--- src/include/cct_map.svh ---
`ifndef CCT_MAP_SVH
`define CCT_MAP_SVH

// default sizes
`define CCT_NCH      16
`define CCT_TW       16
`define CCT_PRE_W    8

// staggered slot counter
`define CCT_STG_LAST 3'h7
`define CCT_STG_RST  3'h0

// reset values
`define CCT_RST_VAL  16'h0000
`define CCT_RST_CNT  16'h0000
`define CCT_RST_DIV  8'h00

`endif

--- src/include/cct_pkg.sv ---
package cct_pkg;

    // channel function
    typedef enum logic [2:0] {
        cct_off,
        cct_cap,
        cct_cmp0,
        cct_cmp1,
        cct_cmp2,
        cct_cmp3
    } cct_mode_t;

    // capture edge
    typedef enum logic [1:0] {
        cct_edge_rise,
        cct_edge_fall,
        cct_edge_both
    } cct_edge_t;

    // timer count source
    typedef enum logic [1:0] {
        cct_src_pre,
        cct_src_aux,
        cct_src_ext
    } cct_src_t;

endpackage : cct_pkg

--- src/rtl/cct_channel_timer_array.sv ---
`timescale 1ns/1ps
`include "cct_map.svh"
module cct_channel_timer_array #(
    parameter int NCH   = `CCT_NCH,
    parameter int W     = `CCT_TW,
    parameter int PRE_W = `CCT_PRE_W
) (
    // clock and reset
    input  logic                           clk,
    input  logic                           rst_n,
    // operating option
    input  logic                           stagger_en,
    // timers
    input  logic [1:0]                     tmr_run,
    input  cct_pkg::cct_src_t [1:0]        tmr_src,
    input  logic [1:0][2:0]                tmr_pre,
    input  logic [1:0][W-1:0]              tmr_reload,
    input  logic                           aux_ovf,
    input  logic [1:0]                     ext_cnt_pin,
    output logic [1:0][W-1:0]              tmr_cnt,
    // channel configuration
    input  cct_pkg::cct_mode_t [NCH-1:0]   ch_mode,
    input  logic [NCH-1:0]                 ch_tsel,
    input  cct_pkg::cct_edge_t [NCH-1:0]   ch_edge,
    input  logic [NCH-1:0]                 ch_oneshot,
    input  logic [NCH/2-1:0]               dbl_en,
    // channel register write
    input  logic [NCH-1:0]                 ch_wr,
    input  logic [W-1:0]                   ch_wdata,
    output logic [NCH-1:0][W-1:0]          ch_val,
    // channel pins
    input  logic [NCH-1:0]                 pin_in,
    output logic [NCH-1:0]                 pin_out,
    output logic [NCH-1:0]                 pin_oe,
    // channel events
    output logic [NCH-1:0]                 ch_irq
);

    localparam int HALF = NCH / 2;

    typedef struct packed {
        logic [2:0]            stg;
        logic [NCH-1:0][W-1:0] val;
        logic [NCH-1:0]        pin;
        logic [NCH-1:0]        fired;
        logic [NCH-1:0]        done;
        logic [NCH-1:0]        irq;
    } cct_arr_state_t;

    cct_arr_state_t        s_q, s_d;
    logic                  stb;
    logic [1:0]            tstep_t;
    logic [1:0]            tovf_t;
    logic [NCH+1:0]        rs_rise;
    logic [NCH+1:0]        rs_fall;
    logic [NCH-1:0][W-1:0] tval;
    logic [NCH-1:0]        tstep;
    logic [NCH-1:0]        tovf;
    logic [NCH-1:0]        is_cmp;
    logic [NCH-1:0]        once;
    logic [NCH-1:0]        match;
    logic [NCH-1:0]        ev;
    logic [NCH-1:0]        cap_ev;
    logic [NCH-1:0]        paired;

    // staggered slot strobe
    assign stb = ~stagger_en | (s_q.stg == `CCT_STG_LAST);

    // pin and count input synchronisers
    cct_sync #(
        .W(NCH + 2)
    ) u_sync (
        .clk   (clk),
        .rst_n (rst_n),
        .pin   ({ext_cnt_pin, pin_in}),
        .rise  (rs_rise),
        .fall  (rs_fall)
    );

    // two time bases
    genvar t;
    for (t = 0; t < 2; t++) begin : g_tmr
        cct_timer #(
            .W     (W),
            .PRE_W (PRE_W)
        ) u_tmr (
            .clk     (clk),
            .rst_n   (rst_n),
            .run     (tmr_run[t]),
            .src     (tmr_src[t]),
            .pre_sel (tmr_pre[t]),
            .stb     (stb),
            .aux_ovf (aux_ovf),
            .ext_cnt (rs_rise[NCH+t]),
            .reload  (tmr_reload[t]),
            .cnt     (tmr_cnt[t]),
            .step    (tstep_t[t]),
            .ovf     (tovf_t[t])
        );
    end

    // per channel decode
    genvar i;
    for (i = 0; i < NCH; i++) begin : g_ch
        logic drv;
        assign tval[i]   = tmr_cnt[ch_tsel[i]];
        assign tstep[i]  = tstep_t[ch_tsel[i]];
        assign tovf[i]   = tovf_t[ch_tsel[i]];
        assign is_cmp[i] = ch_mode[i] inside {cct_pkg::cct_cmp0, cct_pkg::cct_cmp1,
                                              cct_pkg::cct_cmp2, cct_pkg::cct_cmp3};
        assign once[i]   = ch_mode[i] inside {cct_pkg::cct_cmp2, cct_pkg::cct_cmp3};
        assign match[i]  = is_cmp[i] & tstep[i] & (tval[i] == s_q.val[i]);
        assign ev[i]     = match[i] & ~s_q.done[i] & ~(once[i] & s_q.fired[i]);
        assign cap_ev[i] = (ch_mode[i] == cct_pkg::cct_cap)
                         & ((rs_rise[i] & (ch_edge[i] != cct_pkg::cct_edge_fall))
                          | (rs_fall[i] & (ch_edge[i] != cct_pkg::cct_edge_rise)));
        assign drv       = ch_mode[i] inside {cct_pkg::cct_cmp1, cct_pkg::cct_cmp3};
        assign ch_val[i] = s_q.val[i];
        if (i < HALF) begin : g_lo
            assign paired[i] = dbl_en[i];
            assign pin_oe[i] = dbl_en[i] | drv;

        end else begin : g_hi
            assign paired[i] = dbl_en[i-HALF];
            assign pin_oe[i] = ~dbl_en[i-HALF] & drv;

        end

    end

    // compare pin action for unpaired channels
    function automatic logic cct_pin_next(input cct_pkg::cct_mode_t m,
                                          input logic e,
                                          input logic o,
                                          input logic p);
        case (m)
            cct_pkg::cct_cmp1: cct_pin_next = p ^ e;
            cct_pkg::cct_cmp3: cct_pin_next = e ? 1'b1 : (o ? 1'b0 : p);
            default:           cct_pin_next = p;
        endcase
    endfunction : cct_pin_next

    always_comb begin
        s_d     = s_q;
        s_d.stg = stagger_en ? s_q.stg + 3'h1 : `CCT_STG_RST;
        for (int c = 0; c < NCH; c++) begin
            s_d.irq[c] = cap_ev[c] | ev[c];
            if (ch_wr[c]) begin
                s_d.val[c]  = ch_wdata;
                s_d.done[c] = 1'b0;
            end
            if (cap_ev[c]) begin
                s_d.val[c] = tval[c];
            end
            s_d.fired[c] = (s_q.fired[c] & ~tovf[c]) | ev[c];
            if (ev[c] & ch_oneshot[c]) begin
                s_d.done[c] = 1'b1;
            end
        end
        for (int k = 0; k < HALF; k++) begin
            if (dbl_en[k]) begin
                s_d.pin[k] = s_q.pin[k] ^ ev[k] ^ ev[k+HALF];
            end else begin
                s_d.pin[k] = cct_pin_next(ch_mode[k], ev[k], tovf[k], s_q.pin[k]);
            end
        end
        for (int k = HALF; k < NCH; k++) begin
            if (!dbl_en[k-HALF]) begin
                s_d.pin[k] = cct_pin_next(ch_mode[k], ev[k], tovf[k], s_q.pin[k]);
            end
        end
    end

    always_ff @(posedge clk) begin
        if (!rst_n) begin
            s_q.stg   <= `CCT_STG_RST;
            s_q.val   <= {NCH{W'(`CCT_RST_VAL)}};
            s_q.pin   <= '0;
            s_q.fired <= '0;
            s_q.done  <= '0;
            s_q.irq   <= '0;
        end else begin
            s_q <= s_d;
        end
    end

    assign pin_out = s_q.pin;
    assign ch_irq  = s_q.irq;

endmodule : cct_channel_timer_array

--- src/rtl/cct_sync.sv ---
`timescale 1ns/1ps
module cct_sync #(
    parameter int W = 1
) (
    // clock and reset
    input  logic         clk,
    input  logic         rst_n,
    // raw pins
    input  logic [W-1:0] pin,
    // filtered edges
    output logic [W-1:0] rise,
    output logic [W-1:0] fall
);

    typedef struct packed {
        logic [W-1:0] s1;
        logic [W-1:0] s2;
        logic [W-1:0] s3;
        logic [W-1:0] lvl;
        logic [W-1:0] rise;
        logic [W-1:0] fall;
    } cct_sync_state_t;

    cct_sync_state_t s_q, s_d;
    logic [W-1:0]    agree;

    // level accepted once stages two and three agree
    always_comb begin
        s_d      = s_q;
        s_d.s1   = pin;
        s_d.s2   = s_q.s1;
        s_d.s3   = s_q.s2;
        agree    = ~(s_q.s2 ^ s_q.s3);
        s_d.lvl  = (agree & s_q.s2) | (~agree & s_q.lvl);
        s_d.rise = s_d.lvl & ~s_q.lvl;
        s_d.fall = ~s_d.lvl & s_q.lvl;
    end

    always_ff @(posedge clk) begin
        if (!rst_n) begin
            s_q <= '0;
        end else begin
            s_q <= s_d;
        end
    end

    assign rise = s_q.rise;
    assign fall = s_q.fall;

endmodule : cct_sync

--- src/rtl/cct_timer.sv ---
`timescale 1ns/1ps
`include "cct_map.svh"
module cct_timer #(
    parameter int W     = `CCT_TW,
    parameter int PRE_W = `CCT_PRE_W
) (
    // clock and reset
    input  logic              clk,
    input  logic              rst_n,
    // count source
    input  logic              run,
    input  cct_pkg::cct_src_t src,
    input  logic [2:0]        pre_sel,
    input  logic              stb,
    input  logic              aux_ovf,
    input  logic              ext_cnt,
    input  logic [W-1:0]      reload,
    // timer state
    output logic [W-1:0]      cnt,
    output logic              step,
    output logic              ovf
);

    typedef struct packed {
        logic [PRE_W-1:0] div;
        logic             pend;
        logic [W-1:0]     cnt;
        logic             step;
        logic             ovf;
    } cct_tmr_state_t;

    cct_tmr_state_t   s_q, s_d;
    logic [PRE_W-1:0] mask;
    logic             ev;
    logic             tick;

    always_comb begin
        s_d   = s_q;
        mask  = ~({PRE_W{1'b1}} << pre_sel);
        ev    = 1'b0;
        tick  = 1'b0;
        if (stb) begin
            s_d.div = s_q.div + 1'b1;
        end
        case (src)
            cct_pkg::cct_src_pre: tick = stb & ((s_q.div & mask) == mask);
            cct_pkg::cct_src_aux: ev = aux_ovf;
            cct_pkg::cct_src_ext: ev = ext_cnt;
            default:              ev = 1'b0;
        endcase
        // event sources wait for the next slot
        if (src != cct_pkg::cct_src_pre) begin
            tick     = stb & (s_q.pend | ev);
            s_d.pend = ~stb & (s_q.pend | ev);
        end
        tick     = tick & run;
        s_d.step = tick;
        s_d.ovf  = 1'b0;
        if (tick) begin
            if (s_q.cnt == {W{1'b1}}) begin
                s_d.cnt = reload;
                s_d.ovf = 1'b1;
            end else begin
                s_d.cnt = s_q.cnt + 1'b1;
            end
        end
    end

    always_ff @(posedge clk) begin
        if (!rst_n) begin
            s_q.div  <= PRE_W'(`CCT_RST_DIV);
            s_q.pend <= 1'b0;
            s_q.cnt  <= W'(`CCT_RST_CNT);
            s_q.step <= 1'b0;
            s_q.ovf  <= 1'b0;
        end else begin
            s_q <= s_d;
        end
    end

    assign cnt  = s_q.cnt;
    assign step = s_q.step;
    assign ovf  = s_q.ovf;
endmodule : cct_timer

--- config.mk ---
export PLATFORM = sky130hd
export DESIGN_NAME = cct_channel_timer_array
export DESIGN_NICKNAME = d
export VERILOG_FILES = /design/src/include/cct_pkg.sv /design/src/rtl/cct_channel_timer_array.sv /design/src/rtl/cct_sync.sv /design/src/rtl/cct_timer.sv
export VERILOG_INCLUDE_DIRS = /design/src /design/src/include
export SDC_FILE = /design/constraint.sdc
export NUM_CORES = 2
export LEC_CHECK = 0
export ABC_CLOCK_PERIOD_IN_PS = 2500
export BUFFER_PORTS_ARGS = -buffer_cell sky130_fd_sc_hd__buf_2
export CORE_MARGIN = 3
export CORE_UTILIZATION = 45
export DETAILED_ROUTE_END_ITERATION = 6
export GPL_TIMING_DRIVEN = 0
export HOLD_SLACK_MARGIN = 0.08
export PLACE_DENSITY = 0.69
export REMOVE_ABC_BUFFERS = 1
export SETUP_SLACK_MARGIN = 0.4
export SKIP_CTS_REPAIR_TIMING = 1
export SLEW_MARGIN = 5
export SYNTH_ARGS = -nofsm -noshare
export SYNTH_HDL_FRONTEND = slang
export SYNTH_SLANG_ARGS = --single-unit
--- constraint.sdc ---
create_clock -name clk -period 2.5 [get_ports clk]
set_input_delay 0.5 -clock clk [delete_from_list [all_inputs] [get_ports clk]]
set_output_delay 0.5 -clock clk [all_outputs]
set_load 0.005 [all_outputs]
==> Word level (Yosys, flattened, before mapping) <==
Index checks and enable logic that the tools add are counted.
{ "totals": {"input_bits": 218, "output_inout_bits": 336, "reg_bits": 483} }
{ "op_classes": {"reduce_logical": 127, "n_addsub": 5, "order_cmp": 16, "bitwise": 331, "n_eq_ne": 137, "muxes": 226, "n_shift": 2} }
{ "ops": {"columns": ["operator", "n"], "rows": [
  ["16-bit two-way mux", 66],
  ["16-bit equality test", 16],
  ["1-bit bitwise AND", 176],
  ["2-bit nonzero test", 82],
  ["1-bit two-way mux", 142],
  ["3-bit equality test (second input constant)", 33],
  ["3-bit by 2-bit equality test with 1-bit output (second input constant)", 32],
  ["4-bit nonzero test", 16],
  ["1-bit OR", 59],
  ["1-bit NOT", 58],
  ["18-bit bitwise AND", 3],
  ["18-bit NOT", 3],
  ["3-bit by 1-bit equality test with 1-bit output (second input constant)", 16],
  ["1-bit case mux with 2 select lines", 18],
  ["16-bit by 1-bit adder with 16-bit output (second input constant)", 2],
  ["16-bit equality test (second input constant)", 2],
  ["1-bit by 2-bit < comparator with 1-bit output (second input constant)", 16],
  ["2-bit by 1-bit != test with 1-bit output (second input constant)", 16],
  ["4-bit != test (second input constant)", 8],
  ["3-bit != test (second input constant)", 8],
  ["3-bit AND reduction", 8],
  ["3-bit nonzero test", 8],
  ["1-bit XOR", 24],
  ["2-bit AND reduction", 11],
  ["13 further kinds", 21]
]} }

==> Longest topological paths before layout <==
{ "logic_depth": {"word_depth": 9, "mapped_depth": 12, "mapped_depth_nobuf": 10} }

==> Cells and area by module <==
Synthesis repeated with hierarchy kept, for this count alone.
{ "unflattened": {"hier_cells": 3424, "area_unflattened_um2": 30540.5} }
{ "modules_own_cells": {"columns": ["mod", "cells_each", "area_per_inst_um2", "seq_area_each_um2", "n_inst"], "rows": [
  ["cct_channel_timer_array", 2719, 23804.1, 6466.2, 1],
  ["cct_sync", 315, 3477.1, 2162.1, 1],
  ["cct_timer at g_tmr[1].u_tmr", 196, 1639.1, 520.5, 1],
  ["cct_timer at g_tmr[0].u_tmr", 194, 1620.3, 520.5, 1]
]} }

==> Worst setup path after synthesis <==
OpenSTA, ideal clock, no wires.
{ "synth_timing": {"path_kind": "in2reg", "from": "input port ch_tsel[8]", "to": "register s_q (netlist bit pin_out[0])", "t_required_ps": 2413, "cell_stages": 10, "setup_ps": 87, "path_buffers": 2, "setup_slack_ps": 35, "arrival_time_ps": 2378, "path_cell_list": "buf_2 > buf_2 > mux2i_1 > xnor2_1 > nor4_1 > nand3_1 > nor3_1 > mux2i_1 > o21ai_0 > o31ai_1"} }
{ "synth_via": {"elab_chain_len": 8, "word_cells_on_any_way": 11, "classes_between": "eq/ne (1); mux (5); bitwise (5)"} }
{ "synth_lines": {"columns": ["element", "line_no", "source"], "rows": [
  ["from (decl)", "cct_channel_timer_array.sv:23", "input logic [NCH-1:0] ch_tsel,"],
  ["16-bit two-way mux (not written as such) or 1-bit two-way mux (tied branches) (2 in series)", "cct_channel_timer_array.sv:106, cct_channel_timer_array.sv:107", null],
  ["16-bit equality test or 1-bit bitwise AND (tied branches)", "cct_channel_timer_array.sv:112", "assign match[i] = is_cmp[i] & tstep[i] & (tval[i] == s_q.val[i]);"],
  ["1-bit bitwise AND *", "cct_channel_timer_array.sv:112", null],
  ["1-bit bitwise AND * (2 in series)", "cct_channel_timer_array.sv:113", "assign ev[i] = match[i] & ~s_q.done[i] & ~(once[i] & s_q.fired[i]);"],
  ["1-bit XOR *", "cct_channel_timer_array.sv:162", "s_d.pin[k] = s_q.pin[k] ^ ev[k] ^ ev[k+HALF];"],
  ["1-bit two-way mux *", "cct_channel_timer_array.sv:161", "if (dbl_en[k]) begin"],
  ["to (decl)", "cct_channel_timer_array.sv:50", "cct_arr_state_t s_q, s_d;"]
]} }
Mark *: on every way between the ends. The rest lies on a longest branch, timed or not. The select of a mux whose other input is x is not followed.
A chain may end at the register's enable or synchronous reset.

==> Worst setup path after layout <==
{ "layout_timing": {"from": "register g_tmr[0].u_tmr.cnt[2] (netlist name)", "to": "register s_q (netlist bit pin_out[0])"} }
{ "layout_via": {"elab_chain_len": 9, "word_cells_on_any_way": 19, "classes_between": "eq/ne (3); mux (7); bitwise (8); reduce/logical (1)"} }
{ "layout_lines": {"columns": ["element", "line_no", "source"], "rows": [
  ["16-bit two-way mux (not written as such) (2 in series)", "cct_channel_timer_array.sv:106", "assign tval[i] = tmr_cnt[ch_tsel[i]];"],
  ["16-bit equality test", "cct_channel_timer_array.sv:112", null],
  ["1-bit bitwise AND", "cct_channel_timer_array.sv:112", null],
  ["1-bit bitwise AND (2 in series)", "cct_channel_timer_array.sv:113", null],
  ["1-bit two-way mux or 1-bit XOR (tied branches)", "cct_channel_timer_array.sv:138, cct_channel_timer_array.sv:137, cct_channel_timer_array.sv:162", null],
  ["1-bit case mux with 2 select lines or 1-bit XOR (tied branches)", "cct_channel_timer_array.sv:136, cct_channel_timer_array.sv:162", null],
  ["1-bit two-way mux", "cct_channel_timer_array.sv:161", null]
]} }
Several ways; a longest one is shown, not always the timed one. The select of a mux whose other input is x is not followed.

==> metrics.txt <==
status=complete, no violations; Top FF cell, synth=dfxtp_1; mean post-synth cell area=8.76 um2; internal cell power=13.9 mW; clk_skew=30.2 ps; most frequent cells in the layout=buf_2, a211oi_1, dfxtp_1; max-cap violation count=0; XOR/XNOR Fraction of Synth Area=8.71%; post-synthesis compound-gate area fraction=17.9%; CTS Buf Count=55; initial antenna violation count=14; Max-slew headroom=between 30 and 40%; maximum VDD drop=0.497 mV; Final WS setup=67.3 ps; Leakage Power=between 10 and 15 nW; Logic pwr share=13.4%; Root Driver=clkbuf_16; synthesized area=about 30000 um2; multiplexer share of the synthesized area=10.9%; Initial Utilization=45.8%; minimum clock period=2430 ps; die width=263 um; WL per Instance=~27 um; Worst R2R Setup Slack=70 ps; Die H=~260 um; most common cell after layout, fill and taps aside=buf_2; vias in the first global route=24400; Worst Path Arrival=between 2000 and 3000 ps; CTS Sinks=481; core area=approximately 65000 um2; RSZ-0062 raised after global routing=true; setup TNS=0 ps; Synth Register Bits=481; YS warnings=0; CP Data Required Time=3040 ps; worst slack, placed=-620 ps; I/O pin count=554; Power Total=19.2 mW; FP Rows=93; Critical Path End=pin_out[0]$_SDFFE_PN0P_; Worst-Margin Slew=959 ps; worst reg2reg endpoint=pin_out[0]$_SDFFE_PN0P_; Inst Count DP=4253; clock tree from TritonCTS=yes; simple-gate share of the synthesized area=16.0%; First-pass DRT Iterations=6; Crit. End Element=register; Distinct cells, synth=71; post-synthesis sequential area ratio=32.5%; largest net degree at the start of global routing=141; Area Overhead vs Synth=23.9%; main combinational cell family by area after synthesis=compound AO/OA/AOI/OAI gates; GRT Total Usage=30.7%; Placer Congestion=0.852; Max Fclk=411 MHz; post-synthesis adder-cell area fraction=1.18%; clock tree buffer depth=3; CTS H-tree depth=2; layout cells sized above 1=32.7%; Sw Ratio=around 28%; beginning of the critical path=g_tmr[0].u_tmr.cnt[2]$_SDFFE_PN0P_; pwr/cell area=523 nW/um2; startpoint types=register; Worst-path clk slew=70 ps; routed vias=27700; Seq pwr share=42.5%; FFs w/ async S/R, synth=0%; Die ar.=69000 um2; via/cell ratio=around 6.0; total net switching power=5.32 mW; critical-path maximum fanout=7; setup violators final=0; start-to-end type of the worst setup path=reg2reg; drt drc=0; hold slack=77.4 ps; Worst Hold Class=in2reg; antenna-violating nets left=0; Post-synth EDFFs=0; DRT iter0 DRCs=2878; worst-case reg-to-reg path depth=10; max-slew violation count=0; Mapped Cells=3386; IO buf count=between 500 and 600; first-pass GRT wire length=about 160000 um; worst r2r src=g_tmr[0].u_tmr.cnt[2]$_SDFFE_PN0P_; Layout Nets=approximately 3900; fin crit share=a little over nine tenths; clock share of power=44.1%; final hold viol count=0; remaining global-route overflow=0; WL final=124000 um; HPWL Detailed=71800 um; fin cells=4586; Skew-Pair Late Insertion Delay=approximately 630 ps
==> cells in the mapped netlist (31+ instances only) <==
master | n | area share [%]
a211oi_1 | 495 | 13
dfxtp_1 | 481 | 32
buf_4 | 327 | 8.3
mux2i_1 | 297 | 10
nor2b_1 | 276 | 5.8
clkbuf_1 | 213 | 2.7
xnor2_1 | 212 | 6.3
nand2_1 | 140 | 1.8
nor2_1 | 137 | 1.7
a21oi_1 | 98 | 1.7
xor2_1 | 78 | 2.3
o21ai_0 | 60 | 1.0
nor3_1 | 56 | 0.94
and2_1 | 55 | 1.2
nor4_1 | 54 | 1.1
nand3_1 | 51 | 0.86
inv_1 | 37 | 0.47
buf_2 | 31 | 0.52
==> routing by layer <==
layer	track usage, %	vias up	routed length [um]
li1	-	12400	-
met1	40.1	13300	48100
met2	48.6	1557	54200
met3	6.01	420	13500
met4	14.6	8	7840
met5	0	-	57
==> cells by family after synthesis <==
group / Yosys count
AOI/OAI and AO/OA: 750
xor gates and xnor gates: 292
adders and majority gates: 28
buffers and inverters: 645
DFF: 481
muxes: 320
and+or+nand+nor: 870
==> per-stage QoR <==
stage,area (um2),utilization (%)
3_5_place_dp,30900,47.7
4_1_cts,32700,50.5
5_1_grt,36700,56.7
6_report,36700,56.7
2_1_floorplan,26000,-
3_3_place_gp,29800,46.1
==> layout make-up <==
class / count / area [um2]
Antenna cell: 12 / 30.0
Sequential cell: 481 / 9760
Tap cell: 855 / 1070
Inverter: 39 / 163
Clock buffer: 76 / 1570
Timing Repair Buffer: 835 / 6150
Timing Repair inverter: 1 / 7.51
Multi-Input combinational cell: 2264 / 17700
Clock inverter: 23 / 270
Fill cell: 5536 / 28100
==> critical path, cell delays in order (launching register included) <==
cell and delay [ps]:
dfxtp_4 450, buf_8 170, buf_8 130, mux2i_4 60, xnor2_1 160, nor4_1 340, nand3_1 250, nor3_2 300
mux2i_1 200, o21ai_1 90, o31ai_1 180
==> power groups by stage <==
stage,clock [mW],combinational [mW],sequential [mW]
6_report,8.47,2.58,8.18
4_1_cts,8.50,2.32,8.21
5_1_grt,8.79,2.74,8.20
3_5_place_dp,0,2.31,8.37
3_3_place_gp,0,2.26,8.38
2_1_floorplan,0,1.08,8.35
==> flip-flops by register name (all words and copies together), names as in the netlist <==
signal	flops
ch_irq	16
ch_val	256
g_tmr.u_tmr.cnt	32
g_tmr.u_tmr.ovf	2
g_tmr.u_tmr.s_q	16
g_tmr.u_tmr.step	2
pin_out	16
s_q	35
u_sync.fall	16
u_sync.rise	18
u_sync.s_d	36
u_sync.s_q	36
==> how the worst min path moves through the flow <==
stage                                   start                         end  slack [ps]  cells after the start
detailed placement  u_sync.s_q[57]$_SDFF_PN0_   u_sync.fall[3]$_SDFF_PN0_         400                      1
global route                       pin_in[10]   u_sync.s_d[82]$_SDFF_PN0_          90                      2
CTS                                 pin_in[0]   u_sync.s_d[72]$_SDFF_PN0_          50                      2
global placement    u_sync.s_q[53]$_SDFF_PN0_  u_sync.rise[17]$_SDFF_PN0_         400                      1
floorplan           u_sync.s_q[53]$_SDFF_PN0_  u_sync.rise[17]$_SDFF_PN0_         390                      1
finish                              pin_in[0]   u_sync.s_d[72]$_SDFF_PN0_          80                      2
No activity file was read; power rests on OpenSTA's default activity.
